===== config.mk =====
export PLATFORM = sky130hd
export DESIGN_NAME = priority_interrupt_unit
export DESIGN_NICKNAME = d
export VERILOG_FILES = /design/src/rtl/piu_pkg.sv /design/src/rtl/piu_sync.sv /design/src/rtl/priority_interrupt_unit.sv
export VERILOG_INCLUDE_DIRS = /design/src /design/src/rtl
export SDC_FILE = /design/constraint.sdc
export NUM_CORES = 1
export LEC_CHECK = 0
export BUFFER_PORTS_ARGS = -buffer_cell sky130_fd_sc_hd__buf_4
export CELL_PAD_IN_SITES_DETAIL_PLACEMENT = 0
export CELL_PAD_IN_SITES_GLOBAL_PLACEMENT = 1
export CORE_UTILIZATION = 41
export CTS_CLUSTER_DIAMETER = 60
export DETAILED_ROUTE_END_ITERATION = 16
export GPL_TIMING_DRIVEN = 0
export MAX_ROUTING_LAYER = met4
export PLACE_DENSITY_LB_ADDON = 0.25
export SLEW_MARGIN = 20
export SYNTH_ARGS = -nofsm -noshare
export SYNTH_HDL_FRONTEND = slang
export SYNTH_SLANG_ARGS = --single-unit

===== constraint.sdc =====
create_clock -name clk -period 2.1 [get_ports clk]
set_clock_uncertainty 0.05 [all_clocks]
set_input_delay 0.21 -clock clk [delete_from_list [all_inputs] [get_ports clk]]
set_output_delay 0.21 -clock clk [all_outputs]
set_load 0.02 [all_outputs]

===== src/rtl/piu_regs.svh =====
// Register offsets, field positions, reset values and level constants of the interrupt unit
`ifndef PIU_REGS_SVH
`define PIU_REGS_SVH

// ==================================================
// Register byte offsets
`define PIU_ADR_PENDING    8'h00
`define PIU_ADR_MASK       8'h04
`define PIU_ADR_CTRL       8'h08
`define PIU_ADR_SAVE       8'h0c
`define PIU_ADR_PC         8'h10
`define PIU_ADR_INT_STAT   8'h14
`define PIU_ADR_INT_MASK   8'h18

// ==================================================
// Fields and reset values
`define PIU_CTRL_ENABLE    0
`define PIU_STAT_TAKEN     0
`define PIU_STAT_OVERWRITE 1
`define PIU_STAT_CALL      2
`define PIU_STAT_WIDTH     3
`define PIU_RST_MASK       16'h0000
`define PIU_RST_PC         16'h0000
`define PIU_RST_STAT       3'h0

// ==================================================
// Level properties
`define PIU_LEVELS         16
`define PIU_LEVEL_TRIG     16'h0068
`define PIU_NO_MASK        16'h0021
`define PIU_NO_DISABLE     16'h0023
`define PIU_CLEAR_ON_MCLR  16'h0021
`define PIU_VEC_BASE       16'h0400
`define PIU_VEC_SHIFT      2
`define PIU_TIMER_A_LVL    7
`define PIU_TIMER_B_LVL    9

`endif


===== src/rtl/piu_pkg.sv =====
// Types shared by the interrupt unit files
package piu_pkg;

  typedef struct packed {
    logic        cyc;
    logic        stb;
    logic        we;
    logic [7:0]  adr;
    logic [3:0]  sel;
    logic [31:0] dat;
  } piu_wb_req_type;

  typedef struct packed {
    logic        ack;
    logic [31:0] dat;
  } piu_wb_rsp_type;

  typedef struct packed {
    logic       power_down;
    logic       master_clear;
    logic       io_level_line_two;
    logic       io_level_line_one;
    logic [5:0] user_request_line;
  } piu_pin_type;

  typedef struct packed {
    logic machine_error;
    logic float_overflow;
    logic fixed_overflow;
    logic executive_call;
    logic float_underflow;
    logic timer_a;
    logic timer_b;
  } piu_core_event_type;

  typedef struct packed {
    logic        valid;
    logic [15:0] value;
  } piu_pc_load_type;

  typedef enum logic [3:0] {
    piu_idle    = 4'b0001,
    piu_save    = 4'b0010,
    piu_disable = 4'b0100,
    piu_load    = 4'b1000
  } piu_state_type;

endpackage : piu_pkg


===== src/rtl/piu_sync.sv =====
// Two-flop synchroniser for a group of pin inputs
`timescale 1ns/1ps
module piu_sync #(
  parameter int WIDTH = 10
) (
  input  wire logic             clk,
  input  wire logic             nrst,
  input  wire logic [WIDTH-1:0] async_in,
  output logic      [WIDTH-1:0] sync_out
);

  logic [WIDTH-1:0] stage1;

  // ==================================================
  // Per-bit synchroniser
  genvar i;
  generate
    for (i = 0; i < WIDTH; i++) begin : g_bit
      always_ff @(posedge clk or negedge nrst) begin
        if (!nrst) begin
          stage1[i]   <= 1'b0;
          sync_out[i] <= 1'b0;
        end else begin
          stage1[i]   <= async_in[i];
          sync_out[i] <= stage1[i];
        end
      end
    end
  endgenerate

endmodule : piu_sync


===== src/rtl/priority_interrupt_unit.sv =====
// Sixteen-level prioritised interrupt unit with vectoring and a classic Wishbone register slave
//
// Local design decisions: the address map and the Wishbone interface to the registers.
`timescale 1ns/1ps
`include "piu_regs.svh"

// Functional notes
// - Sixteen levels 0..15, fixed priority, level 0 highest, 15 lowest.
// - Eight levels come from external lines; the rest are internal sources.
// - User lines go to levels 2,8,10,11,13,15; I/O lines to 12 and 14.
// - Internal: 0 power-down,1 error,3/4 overflows,5 exec call,6 underflow,7/9 timers.
// - Master clear clears pending levels 0 and 5.
// - All levels edge-detected except 3, 5 and 6, taken from the condition.
// - An active level sets and holds its pending bit, readable by software.
// - On redirect: save program counter, then disable interrupts, then load vector.
// - Vector of level n is 0400 hex plus four times n.
// - Levels 0 and 5 are never masked and never disabled.
// - Level 1 maskable but not disableable; the others are both.
// - Subroutine call also writes the program counter into the save register.
// - A new interrupt after re-enable overwrites the saved return address.
// - One mask bit per level; a cleared mask bit ignores that level, except for levels 0 and 5.
module priority_interrupt_unit
  import piu_pkg::*;
#(
  parameter logic TIMER_A_PRESENT = 1'b1,
  parameter logic TIMER_B_PRESENT = 1'b1
) (
  input  wire logic               clk,
  input  wire logic               nrst,
  input  wire piu_wb_req_type     wb_req,
  output piu_wb_rsp_type          wb_rsp,
  input  wire logic               user_request_line_a,
  input  wire logic               user_request_line_b,
  input  wire logic               user_request_line_c,
  input  wire logic               user_request_line_d,
  input  wire logic               user_request_line_e,
  input  wire logic               user_request_line_f,
  input  wire logic               io_level_line_one,
  input  wire logic               io_level_line_two,
  input  wire logic               power_down,
  input  wire logic               master_clear,
  input  wire piu_core_event_type core_event,
  input  wire logic               call_strobe,
  input  wire piu_pc_load_type    pc_load,
  output logic [15:0]             program_counter,
  output logic [15:0]             return_save_register,
  output logic                    redirect,
  output logic                    interrupts_enabled,
  output logic                    irq
);

  // ==================================================
  // Declarations
  localparam int NL = `PIU_LEVELS;

  piu_pin_type               pin_raw;
  piu_pin_type               pin_sync;
  logic [NL-1:0]             source;
  logic [NL-1:0]             source_prev;
  logic [NL-1:0]             request;
  logic [NL-1:0]             pending_request_word;
  logic [NL-1:0]             level_mask_word;
  logic [NL-1:0]             eligible;
  logic [3:0]                winner;
  logic                      any_eligible;
  logic [3:0]                taken_level;
  logic [NL-1:0]             take_clear;
  piu_state_type             state;
  piu_state_type             next_state;
  logic                      save_unread;
  logic [`PIU_STAT_WIDTH-1:0] int_status;
  logic [`PIU_STAT_WIDTH-1:0] int_mask;
  logic [`PIU_STAT_WIDTH-1:0] stat_set;
  logic                      bus_req;
  logic                      bus_wr;
  logic                      bus_rd;
  logic [15:0]               wr_lo16;
  logic [31:0]               next_rdata;

  // ==================================================
  // Pin synchronisation
  assign pin_raw.power_down        = power_down;
  assign pin_raw.master_clear      = master_clear;
  assign pin_raw.io_level_line_two = io_level_line_two;
  assign pin_raw.io_level_line_one = io_level_line_one;
  assign pin_raw.user_request_line = {user_request_line_f, user_request_line_e, user_request_line_d,
                                      user_request_line_c, user_request_line_b, user_request_line_a};

  piu_sync #(
    .WIDTH ($bits(piu_pin_type))
  ) u_sync (
    .clk      (clk),
    .nrst     (nrst),
    .async_in (pin_raw),
    .sync_out (pin_sync)
  );

  // ==================================================
  // Level source map
  always_comb begin
    source     = '0;
    source[0]  = pin_sync.power_down;
    source[1]  = core_event.machine_error;
    source[2]  = pin_sync.user_request_line[0];
    source[3]  = core_event.float_overflow;
    source[4]  = core_event.fixed_overflow;
    source[5]  = core_event.executive_call;
    source[6]  = core_event.float_underflow;
    source[`PIU_TIMER_A_LVL] = core_event.timer_a & TIMER_A_PRESENT;
    source[8]  = pin_sync.user_request_line[1];
    source[`PIU_TIMER_B_LVL] = core_event.timer_b & TIMER_B_PRESENT;
    source[10] = pin_sync.user_request_line[2];
    source[11] = pin_sync.user_request_line[3];
    source[12] = pin_sync.io_level_line_one;
    source[13] = pin_sync.user_request_line[4];
    source[14] = pin_sync.io_level_line_two;
    source[15] = pin_sync.user_request_line[5];
  end

  always_ff @(posedge clk or negedge nrst) begin
    if (!nrst) begin
      source_prev <= '0;
    end else begin
      source_prev <= source;
    end
  end

  // ==================================================
  // Request detection and pending latch
  genvar g;
  generate
    for (g = 0; g < NL; g++) begin : g_level
      localparam logic LEVEL_TRIG = 1'(`PIU_LEVEL_TRIG >> g);
      localparam logic NO_MASK    = 1'(`PIU_NO_MASK >> g);
      localparam logic NO_DIS     = 1'(`PIU_NO_DISABLE >> g);
      localparam logic MCLR_CLR   = 1'(`PIU_CLEAR_ON_MCLR >> g);

      if (LEVEL_TRIG) begin : g_lvl
        assign request[g] = source[g];
      end else begin : g_edge
        assign request[g] = source[g] & ~source_prev[g];
      end

      // Permission per level
      assign eligible[g] = pending_request_word[g] &
                           (NO_MASK | level_mask_word[g]) &
                           (NO_DIS | interrupts_enabled);

      // Set wins over a take or software clear; master clear empties levels 0 and 5
      always_ff @(posedge clk or negedge nrst) begin
        if (!nrst) begin
          pending_request_word[g] <= 1'b0;
        end else if (MCLR_CLR && pin_sync.master_clear) begin
          pending_request_word[g] <= 1'b0;
        end else if (request[g]) begin
          pending_request_word[g] <= 1'b1;
        end else if (take_clear[g] ||
                     (bus_wr && wb_req.adr == `PIU_ADR_PENDING && wr_lo16[g])) begin
          pending_request_word[g] <= 1'b0;
        end
      end
    end
  endgenerate

  // ==================================================
  // Priority selection: lowest number wins
  always_comb begin
    winner       = 4'h0;
    any_eligible = 1'b0;
    for (int i = NL - 1; i >= 0; i--) begin
      if (eligible[i]) begin
        winner       = 4'(i);
        any_eligible = 1'b1;
      end
    end
  end

  // ==================================================
  // Redirect sequencer
  always_comb begin
    next_state = state;
    case (state)
      piu_idle:    if (any_eligible) next_state = piu_save;
      piu_save:    next_state = piu_disable;
      piu_disable: next_state = piu_load;
      piu_load:    next_state = piu_idle;
      default:     next_state = piu_idle;
    endcase
  end

  always_ff @(posedge clk or negedge nrst) begin
    if (!nrst) begin
      state <= piu_idle;
    end else begin
      state <= next_state;
    end
  end

  always_ff @(posedge clk or negedge nrst) begin
    if (!nrst) begin
      taken_level <= 4'h0;
    end else if (state == piu_idle && any_eligible) begin
      taken_level <= winner;
    end
  end

  always_comb begin
    take_clear = '0;
    if (state == piu_idle && any_eligible) begin
      take_clear[winner] = 1'b1;
    end
  end

  // Program counter: vector load beats a core load in the same cycle
  always_ff @(posedge clk or negedge nrst) begin
    if (!nrst) begin
      program_counter <= `PIU_RST_PC;
    end else if (state == piu_load) begin
      program_counter <= `PIU_VEC_BASE + {10'h000, taken_level, 2'b00};
    end else if (bus_wr && wb_req.adr == `PIU_ADR_PC) begin
      program_counter <= wr_lo16;
    end else if (pc_load.valid) begin
      program_counter <= pc_load.value;
    end
  end

  // Interrupt save wins over a call landing in the same cycle
  always_ff @(posedge clk or negedge nrst) begin
    if (!nrst) begin
      return_save_register <= `PIU_RST_PC;
    end else if (state == piu_save) begin
      return_save_register <= program_counter;
    end else if (call_strobe) begin
      return_save_register <= program_counter;
    end
  end

  always_ff @(posedge clk or negedge nrst) begin
    if (!nrst) begin
      save_unread <= 1'b0;
    end else if (state == piu_save || call_strobe) begin
      save_unread <= 1'b1;
    end else if (bus_rd && wb_req.adr == `PIU_ADR_SAVE) begin
      save_unread <= 1'b0;
    end
  end

  always_ff @(posedge clk or negedge nrst) begin
    if (!nrst) begin
      interrupts_enabled <= 1'b0;
    end else if (state == piu_disable) begin
      interrupts_enabled <= 1'b0;
    end else if (bus_wr && wb_req.adr == `PIU_ADR_CTRL && wb_req.sel[0]) begin
      interrupts_enabled <= wb_req.dat[`PIU_CTRL_ENABLE];
    end
  end

  always_ff @(posedge clk or negedge nrst) begin
    if (!nrst) begin
      redirect <= 1'b0;
    end else begin
      redirect <= (state == piu_load);
    end
  end

  // ==================================================
  // Wishbone slave: one wait state, ack for one cycle
  assign bus_req = wb_req.cyc & wb_req.stb & ~wb_rsp.ack;
  assign bus_wr  = bus_req & wb_req.we;
  assign bus_rd  = bus_req & ~wb_req.we;

  always_comb begin
    wr_lo16[7:0]  = wb_req.sel[0] ? wb_req.dat[7:0] : 8'h00;
    wr_lo16[15:8] = wb_req.sel[1] ? wb_req.dat[15:8] : 8'h00;
  end

  always_ff @(posedge clk or negedge nrst) begin
    if (!nrst) begin
      level_mask_word <= `PIU_RST_MASK;
    end else if (bus_wr && wb_req.adr == `PIU_ADR_MASK) begin
      if (wb_req.sel[0]) begin
        level_mask_word[7:0] <= wb_req.dat[7:0];
      end
      if (wb_req.sel[1]) begin
        level_mask_word[15:8] <= wb_req.dat[15:8];
      end
    end
  end

  always_comb begin
    next_rdata = 32'h0000_0000;
    case (wb_req.adr)
      `PIU_ADR_PENDING:  next_rdata[15:0] = pending_request_word;
      `PIU_ADR_MASK:     next_rdata[15:0] = level_mask_word;
      `PIU_ADR_CTRL:     next_rdata[`PIU_CTRL_ENABLE] = interrupts_enabled;
      `PIU_ADR_SAVE:     next_rdata[15:0] = return_save_register;
      `PIU_ADR_PC:       next_rdata[15:0] = program_counter;
      `PIU_ADR_INT_STAT: next_rdata[`PIU_STAT_WIDTH-1:0] = int_status;
      `PIU_ADR_INT_MASK: next_rdata[`PIU_STAT_WIDTH-1:0] = int_mask;
      default:           next_rdata = 32'h0000_0000;
    endcase
  end

  always_ff @(posedge clk or negedge nrst) begin
    if (!nrst) begin
      wb_rsp <= '0;
    end else begin
      wb_rsp.ack <= bus_req;
      if (bus_rd) begin
        wb_rsp.dat <= next_rdata;
      end
    end
  end

  // ==================================================
  // Unit interrupt: sticky events, read to clear, set wins
  always_comb begin
    stat_set                      = '0;
    stat_set[`PIU_STAT_TAKEN]     = (state == piu_load);
    stat_set[`PIU_STAT_OVERWRITE] = save_unread & (state == piu_save || call_strobe);
    stat_set[`PIU_STAT_CALL]      = call_strobe;
  end

  always_ff @(posedge clk or negedge nrst) begin
    if (!nrst) begin
      int_status <= `PIU_RST_STAT;
    end else if (bus_rd && wb_req.adr == `PIU_ADR_INT_STAT) begin
      int_status <= stat_set;
    end else begin
      int_status <= int_status | stat_set;
    end
  end

  always_ff @(posedge clk or negedge nrst) begin
    if (!nrst) begin
      int_mask <= `PIU_RST_STAT;
    end else if (bus_wr && wb_req.adr == `PIU_ADR_INT_MASK && wb_req.sel[0]) begin
      int_mask <= wb_req.dat[`PIU_STAT_WIDTH-1:0];
    end
  end

  always_ff @(posedge clk or negedge nrst) begin
    if (!nrst) begin
      irq <= 1'b0;
    end else begin
      irq <= |(int_status & int_mask);
    end
  end

endmodule : priority_interrupt_unit


==> impl_metrics.yaml, run 1 <==
run_status:
  status: "complete, but fails checks"
  violations: "negative setup slack"
setup_path:
  crit_fanout: 5
  ff2ff_path_depth: 5
  worstPathArrival_ps: 2390
  end_kind: "flop"
  critPathRequiredTime_ps: 2340
  criticalPathCategory: "reg2reg"
  cp-start-kind: "flop"
placement:
  placed_area_um2: 7250
  dp_cells: 859
  dp_hpwl_um: 12500
  gp_congestion: 0.900
  port-buffer-count: 115
timing:
  hold_viol_final: 0
  timing.final.ws_setup_ps: -50.5
  finalSetupTns_ps: -133
  finalCritPeriodShare: 1.02
  slew_violations: 0
  period_minus_slack_ps: 2150
  tightest_slew_ps: 602
  report.final.setup_viol: 4
  timing.fmax_ghz: 0.465
  rsz0062_at_grt: "yes"
  relSlewSlack: 0.595
pwr:
  ir_worst_vdd_mv: 0.528
  power_frac_clock: 0.418
  combinationalPowerShare: 0.170
  switchingPower_mw: 1.92
  cellLeakagePower_nw: 3.78
  p_int_mw: 5.23
  power_switching_share: 0.268
  seq_power_share: 0.412
  p_per_area_nw_per_um2: 876
  total_power_mw: 7.15
floorplanning:
  die_w_um: 124
  io_pins: 152
  start_util: 0.419
  fp.dieH_um: 124
  die_area_um2: 15300
  row_count: 44
  core-area_um2: 14500
layout:
  nets: 803
  stdcell_area_um2: 8160
  n_fill_cell: 1230
  syn2layout_area_growth_pct: 34.5
  diodes: 0
  instances_no_fill: 916
  multi_input_area_um2: 2590
  drive_gt1_frac: 0.352
  seqCellArea_um2: 3300
run:
  cap_violations: 0
clock_network:
  cts-buffers-inserted: 17
  clock-sinks: 132
  clockRootBuffer: "clkbuf_16"
  cts_max_level: 4
  insertion_delay_ps: 420
  path_clk_slew_ps: 60
  cts_tree: "built"
  clk_path_buf_depth: 2
synth:
  synthCells: 544
  yosys_warnings: 0
  synthFlopType: "dfrtp_1"
  synth_edf_count: 0
  synth-seq-area-share: 0.545
  ys_seq_elements: 132
  syn_area_um2: 6060
  synthDistinctLibCells: 53
  postSynthAreaPerCell_um2: 11.1
  async_flop_share: 1.00
global_route:
  grt_pass1_vias: 4650
  antenna_found_initial: 0
  grt_pass1_wl_um: 25200
  grt_overflow: 0
  grt_usage: 0.232
  grt_max_degree: 68
routing:
  drt-initial-drc-count: 405
  wl_um: 16700
  drcViolationCount: 0
  first_pass_iters: 7
  ant_nets: 0
  viasPerCell: 5.42
  num_vias: 4967
  routedWlPerCell_um: 18.2
hold_path:
  hold_class: "in2reg"
  whs_path_depth: 2
## metrics by stage
stage,utilization,worst slack [ps],hold slack (ps)
finish,0.563,-50.5,17.5
detailed placement,0.501,-509,145
floorplan,-,211,-136
CTS,0.562,-2.30,2.78
global placement,0.498,-446,269
global route,0.563,-182,1.04
## synthesized netlist by cell type (11+ instances only)
master / number / area, um2
a21oi_1: 38 / 190
a22o_1: 18 / 158
a22oi_1: 30 / 225
a31oi_1: 18 / 113
buf_4: 20 / 150
clkbuf_1: 15 / 56.3
dfrtp_1: 131 / 3280
inv_1: 12 / 45.0
mux2_2: 53 / 597
nand2_1: 67 / 251
nand3_1: 22 / 110
nor2_1: 22 / 82.6
nor2b_1: 11 / 68.8
## worst max-delay path, cell delays in order, from the launching register on
cell      delay (ps)
dfstp_2          570
or4b_4           500
a211oi_4         260
nand4b_1         270
a31oi_2          270
a31oi_1          110
## what timing repair did
action                                  CTS  global route
endpoints found under the setup margin   24            21
buffers inserted                          4             1
gates resized for setup                  10             6
hold buffers                             21             0
pin swaps                                 2             5
endpoints found under the hold margin    85             0
## placed cells by master, fill, tap and decap left out, types with 16 or more instances in the layout
| master | count |
|---|---|
| mux2_2 | 53 |
| buf_4 | 138 |
| dfrtp_1 | 131 |
| a31oi_1 | 17 |
| conb_1 | 16 |
| a22oi_1 | 30 |
| a21oi_1 | 38 |
| nand2_1 | 66 |
| clkbuf_16 | 17 |
| nand3_1 | 22 |
| a22o_1 | 18 |
| nor2_1 | 21 |
| dlygate4sd3_1 | 21 |
## final cells by class
class	instances	share of cell area
plain buffers	40	0.0299
clock buffers	18	0.0538
clock inverters	14	0.0198
inverters	12	0.00552
multi-input cells	375	0.318
flip-flops and latches	132	0.405
well taps	184	0.0282
repair buffers	141	0.140
## flip-flops by register name, indices dropped and copies added, names as in the netlist
signal and count:
interrupts_enabled 1, taken_level 4, int_mask 3, program_counter 16, wb_rsp 17, u_sync.sync_out 10, int_status 3, eligible 2
redirect 1, irq 1, save_unread 1, pending_request_word 14, level_mask_word 16, return_save_register 16, u_sync.stage1 10, state 4
source_prev 13
## final timing paths
path | endpoint | startpoint | slack [ps]
worst max-delay path | pending_request_word[14] | state[0] | -50
worst min-delay path | level_mask_word[14] | wb_req[14] | 20
worst max register to register | pending_request_word[14] | state[0] | -50
worst min register to register | u_sync.sync_out[2] | u_sync.stage1[2] | 300
max in group asynchronous | source_prev[1] | nrst | 1010
min in group asynchronous | wb_rsp[9] | nrst | 280
## layer usage
metal | up-vias | routed length, um | track usage
li1 | 2335 | - | -
met1 | 2418 | 7390 | 0.295
met2 | 194 | 8090 | 0.368
met3 | 20 | 982 | 0.0462
met4 | 0 | 226 | 0.0813
met5 | - | 0 | -
## power by group through the flow
stage	Clock [mW]	Sequential (mW)	Combinational, mW
final	2.99	2.95	1.21
after global routing	3.16	2.97	1.31
after CTS	3.03	2.94	1.19
after detailed placement	0	2.98	1.07
after global placement	0	2.97	1.05
after floorplan	0	3.07	0.455
## kinds of logic after synthesis
logic type | after synthesis | share of synthesized area
DFF | 132 | 0.545
buffers and inverters | 52 | 0.0470
muxes | 58 | 0.109
other | 1 | 0.000618
AOI/OAI and AO/OA | 139 | 0.159
and+or+nand+nor | 162 | 0.139
No activity file was read; power rests on OpenSTA's default activity.
==> run 2, diff against run 1 <==
- CTS_BUF_LIST: unset -> sky130_fd_sc_hd__clkbuf_16
==> impl_metrics.yaml, run 2 (synthesis results as in run 1) <==
placement:
  placed_area_um2: 7250
  pre_cts_ws_ps: -509
  dp_cells: 859
  gp_congestion: 0.900
  port-buffer-count: 115
  dp_hpwl_um: 12500
setup_path:
  max_stage_delay_ps: 570
  crit_fanout: 5
  crit_path_cell_trace: "or4b_4 -> a211oi_4 -> nand4b_1 -> a31oi_2 -> a31oi_1"
  r2r-start: "state[0]"
  reg2reg_slack_ps: -50
  startpoint: "state[0]"
  worstPathArrival_ps: 2390
  cp-start-kind: "flop"
  cp_slowest_cell: "dfstp_2"
  cpLargestDelayFamily: "simple AND/OR/NAND/NOR gates"
  critPathRequiredTime_ps: 2340
  end_kind: "flop"
  crit_buf_inv: 0
  criticalPathCategory: "reg2reg"
clock_network:
  clockRootBuffer: "clkbuf_16"
  insertion_delay_ps: 420
  cts_max_level: 4
  cts_tree: "built"
  path_clk_slew_ps: 60
  clock-sinks: 132
  clk_path_buf_depth: 2
  cts-buffers-inserted: 17
floorplanning:
  fp.dieH_um: 124
  die_w_um: 124
  core-area_um2: 14500
  die_area_um2: 15300
  row_count: 44
  io_pins: 152
  start_util: 0.419
layout:
  nets: 803
  instances_no_fill: 916
  top_register: "wb_rsp"
  seqCellArea_um2: 3300
  syn2layout_area_growth_pct: 34.3
  final_util: 0.563
  drive_gt1_frac: 0.351
  layout_commonest_cell: "buf_4"
  multi_input_area_um2: 2590
  stdcell_area_um2: 8150
  n_fill_cell: 1231
  final_cell_mix: "buf_4 (138), dfrtp_1 (131), nand2_1 (66)"
  diodes: 0
  largest_reg_flops: 17
routing:
  routedWlPerCell_um: 18.2
  drt-initial-drc-count: 378
  viasPerCell: 5.40
  wl_um: 16600
  num_vias: 4944
  drcViolationCount: 0
  ant_nets: 0
  first_pass_iters: 5
global_route:
  grt_max_degree: 68
  grt_pass1_wl_um: 25200
  grt_overflow: 0
  grt_pass1_vias: 4650
  grt_usage: 0.232
  antenna_found_initial: 0
pwr:
  p_per_area_nw_per_um2: 872
  total_power_mw: 7.11
  ir_worst_vdd_mv: 0.531
  cellLeakagePower_nw: 3.77
timing:
  hold_viol_final: 0
  report.final.setup_viol: 4
  rsz0062_at_grt: "yes"
  slew_violations: 0
  hold_slack_ps: 16.8
  timing.final.ws_setup_ps: -53.6
  period_minus_slack_ps: 2150
  finalCritPeriodShare: 1.03
  finalSetupTns_ps: -140
  relSlewSlack: 0.596
  timing.fmax_ghz: 0.464
  tightest_slew_ps: 599
hold_path:
  hold_class: "in2reg"
  hold_start: "wb_req[14]"
run_status:
  status: "complete, but fails checks"
  violations: "negative setup slack"
run:
  cap_violations: 0
[run 2: cell count changes in the layout (fill, tap and decap cells not counted), sizes merged]
cell	before	now
clkinv	9	10
clkbuf	34	33
[run 2: area by class of cell]
cell class                 instances  area share
clock inverter                    15      0.0203
timing repair buffer             141       0.140
sequential                       132       0.406
multi-input combinational        375       0.318
clock buffer                      17      0.0522
tap                              184      0.0283
buffer                            40      0.0299
inverter                          12     0.00553
[run 2: metal layers]
metal | GRT usage | up-vias | share of wire | wire (um)
li1 | - | 2339 | - | -
met1 | 0.295 | 2394 | 0.44 | 7370
met2 | 0.368 | 193 | 0.48 | 8050
met3 | 0.0462 | 18 | 0.058 | 961
met4 | 0.0813 | 0 | 0.015 | 248
met5 | - | - | 0 | 0
[run 2: timing repair]
item                                   CTS  global route
gates resized for setup                 10             6
setup endpoints to repair               24            21
endpoints found under the hold margin   85             0
buffers inserted                         4             1
pin swaps                                2             5
hold buffers                            21             0
[run 2: final timing paths]
path	endpoint	cells past startpoint
max in group asynchronous	source_prev[1]	3
worst min-delay path	level_mask_word[14]	2
worst max register to register	pending_request_word[14]	5
worst max-delay path	pending_request_word[14]	5
min in group asynchronous	wb_rsp[9]	2
worst min register to register	u_sync.sync_out[3]	0
[run 2: where the power goes]
group / internal, mW / switching (mW)
Sequential: 2.75 / 0.189
Combinational: 0.592 / 0.619
Clock: 1.85 / 1.10
==> run 3, diff against run 2 <==
- PLACE_DENSITY_LB_ADDON: 0.25 -> 0.2
==> impl_metrics.yaml, run 3 (synthesis results as in run 1) <==
run_status:
  status: "complete, but fails checks"
  violations: "negative setup slack"
setup_path:
  r2r_end: "pending_request_word[14]"
  setup.worst_path.end: "pending_request_word[14]"
  crit_fanout: 5
  end_kind: "flop"
  cp-start-kind: "flop"
  r2r-start: "state[0]"
  criticalPathCategory: "reg2reg"
  critPathRequiredTime_ps: 2340
  startpoint: "state[0]"
  reg2reg_slack_ps: -20
  worstPathArrival_ps: 2360
  ff2ff_path_depth: 5
placement:
  gp_congestion: 0.903
  placed_area_um2: 7250
  dp_hpwl_um: 12600
  dp_cells: 859
  port-buffer-count: 115
  pre_cts_ws_ps: -470
clock_network:
  cts_max_level: 4
  cts_tree: "built"
  clock-sinks: 132
  insertion_delay_ps: 420
  path_clk_slew_ps: 60
  cts-buffers-inserted: 17
  clockRootBuffer: "clkbuf_16"
  clk_path_buf_depth: 2
layout:
  largest_reg_flops: 17
  syn2layout_area_growth_pct: 33.7
  nets: 802
  instances_no_fill: 915
  drive_gt1_frac: 0.342
  multi_input_area_um2: 2580
  final_cell_mix: "buf_4 (138), dfrtp_1 (131), nand2_1 (67)"
  final_util: 0.560
  seqCellArea_um2: 3300
  diodes: 0
  top_register: "wb_rsp"
  stdcell_area_um2: 8110
  layout_commonest_cell: "buf_4"
  n_fill_cell: 1292
timing:
  tightest_slew_ps: 738
  finalCritPeriodShare: 1.01
  hold_viol_final: 0
  finalSetupTns_ps: -33.2
  slew_violations: 0
  timing.fmax_ghz: 0.472
  rsz0062_at_grt: "yes"
  timing.final.ws_setup_ps: -17.5
  period_minus_slack_ps: 2120
  relSlewSlack: 0.504
  report.final.setup_viol: 2
  hold_slack_ps: 9.93
global_route:
  grt_overflow: 0
  grt_usage: 0.234
  grt_pass1_wl_um: 25600
  antenna_found_initial: 0
  grt_max_degree: 72
  grt_pass1_vias: 4758
routing:
  drt-initial-drc-count: 487
  ant_nets: 0
  drcViolationCount: 0
  num_vias: 4998
  first_pass_iters: 5
  wl_um: 16700
  routedWlPerCell_um: 18.2
  viasPerCell: 5.46
floorplanning:
  io_pins: 152
  die_w_um: 124
  fp.dieH_um: 124
  die_area_um2: 15300
  core-area_um2: 14500
  row_count: 44
  start_util: 0.419
hold_path:
  hold_start: "wb_req[3]"
  hold_class: "in2reg"
pwr:
  cellLeakagePower_nw: 3.76
  total_power_mw: 7.04
  p_per_area_nw_per_um2: 869
  ir_worst_vdd_mv: 0.507
run:
  cap_violations: 0
## run 3: report_power, final
part / internal (mW) / total [mW] / switching, mW / leakage (nW)
logic: 0.592 / 1.21 / 0.619 / 1.88
registers: 2.76 / 2.94 / 0.188 / 1.59
clock network: 1.83 / 2.89 / 1.06 / 0.289
total: 5.18 / 7.04 / 1.87 / 3.76
## run 3: worst min-delay path by stage
stage | end | cells after the start | slack [ps]
floorplan | eligible[0] | 0 | -140
global placement | u_sync.stage1[1] | 1 | 270
detailed placement | return_save_register[8] | 1 | 130
CTS | level_mask_word[3] | 2 | 0.8
global route | level_mask_word[14] | 2 | 2
finish | level_mask_word[3] | 2 | 10
## run 3: timing repair
| item | CTS | global route |
|---|---|---|
| hold buffers | 20 | 0 |
| buffers inserted | 3 | 1 |
| gates resized for setup | 7 | 5 |
| setup endpoints to repair | 24 | 20 |
| hold endpoints to repair | 81 | 0 |
| pin swaps | 3 | 2 |
## run 3: worst max-delay path, stage by stage, from the launching register on
cell and delay (ps):
dfstp_2 550, or4b_4 500, a211oi_4 260, nand4b_1 240, a31oi_1 280, a31oi_1 110
## run 3: layout make-up
cell class,count,area share
Clock inverter,15,0.0185
Timing Repair Buffer,140,0.139
Multi-Input combinational cell,375,0.318
Buffer,40,0.0301
Clock buffer,17,0.0525
Inverter,12,0.00556
Tap cell,184,0.0284
Sequential cell,132,0.408
## run 3: routing by layer
metal  global-route usage  vias to the layer above  share of wire
li1                     -                     2331              -
met1                0.304                     2445           0.44
met2                0.358                      189           0.48
met3               0.0476                       33          0.059
met4               0.0919                        0          0.021
met5                    -                        -              0
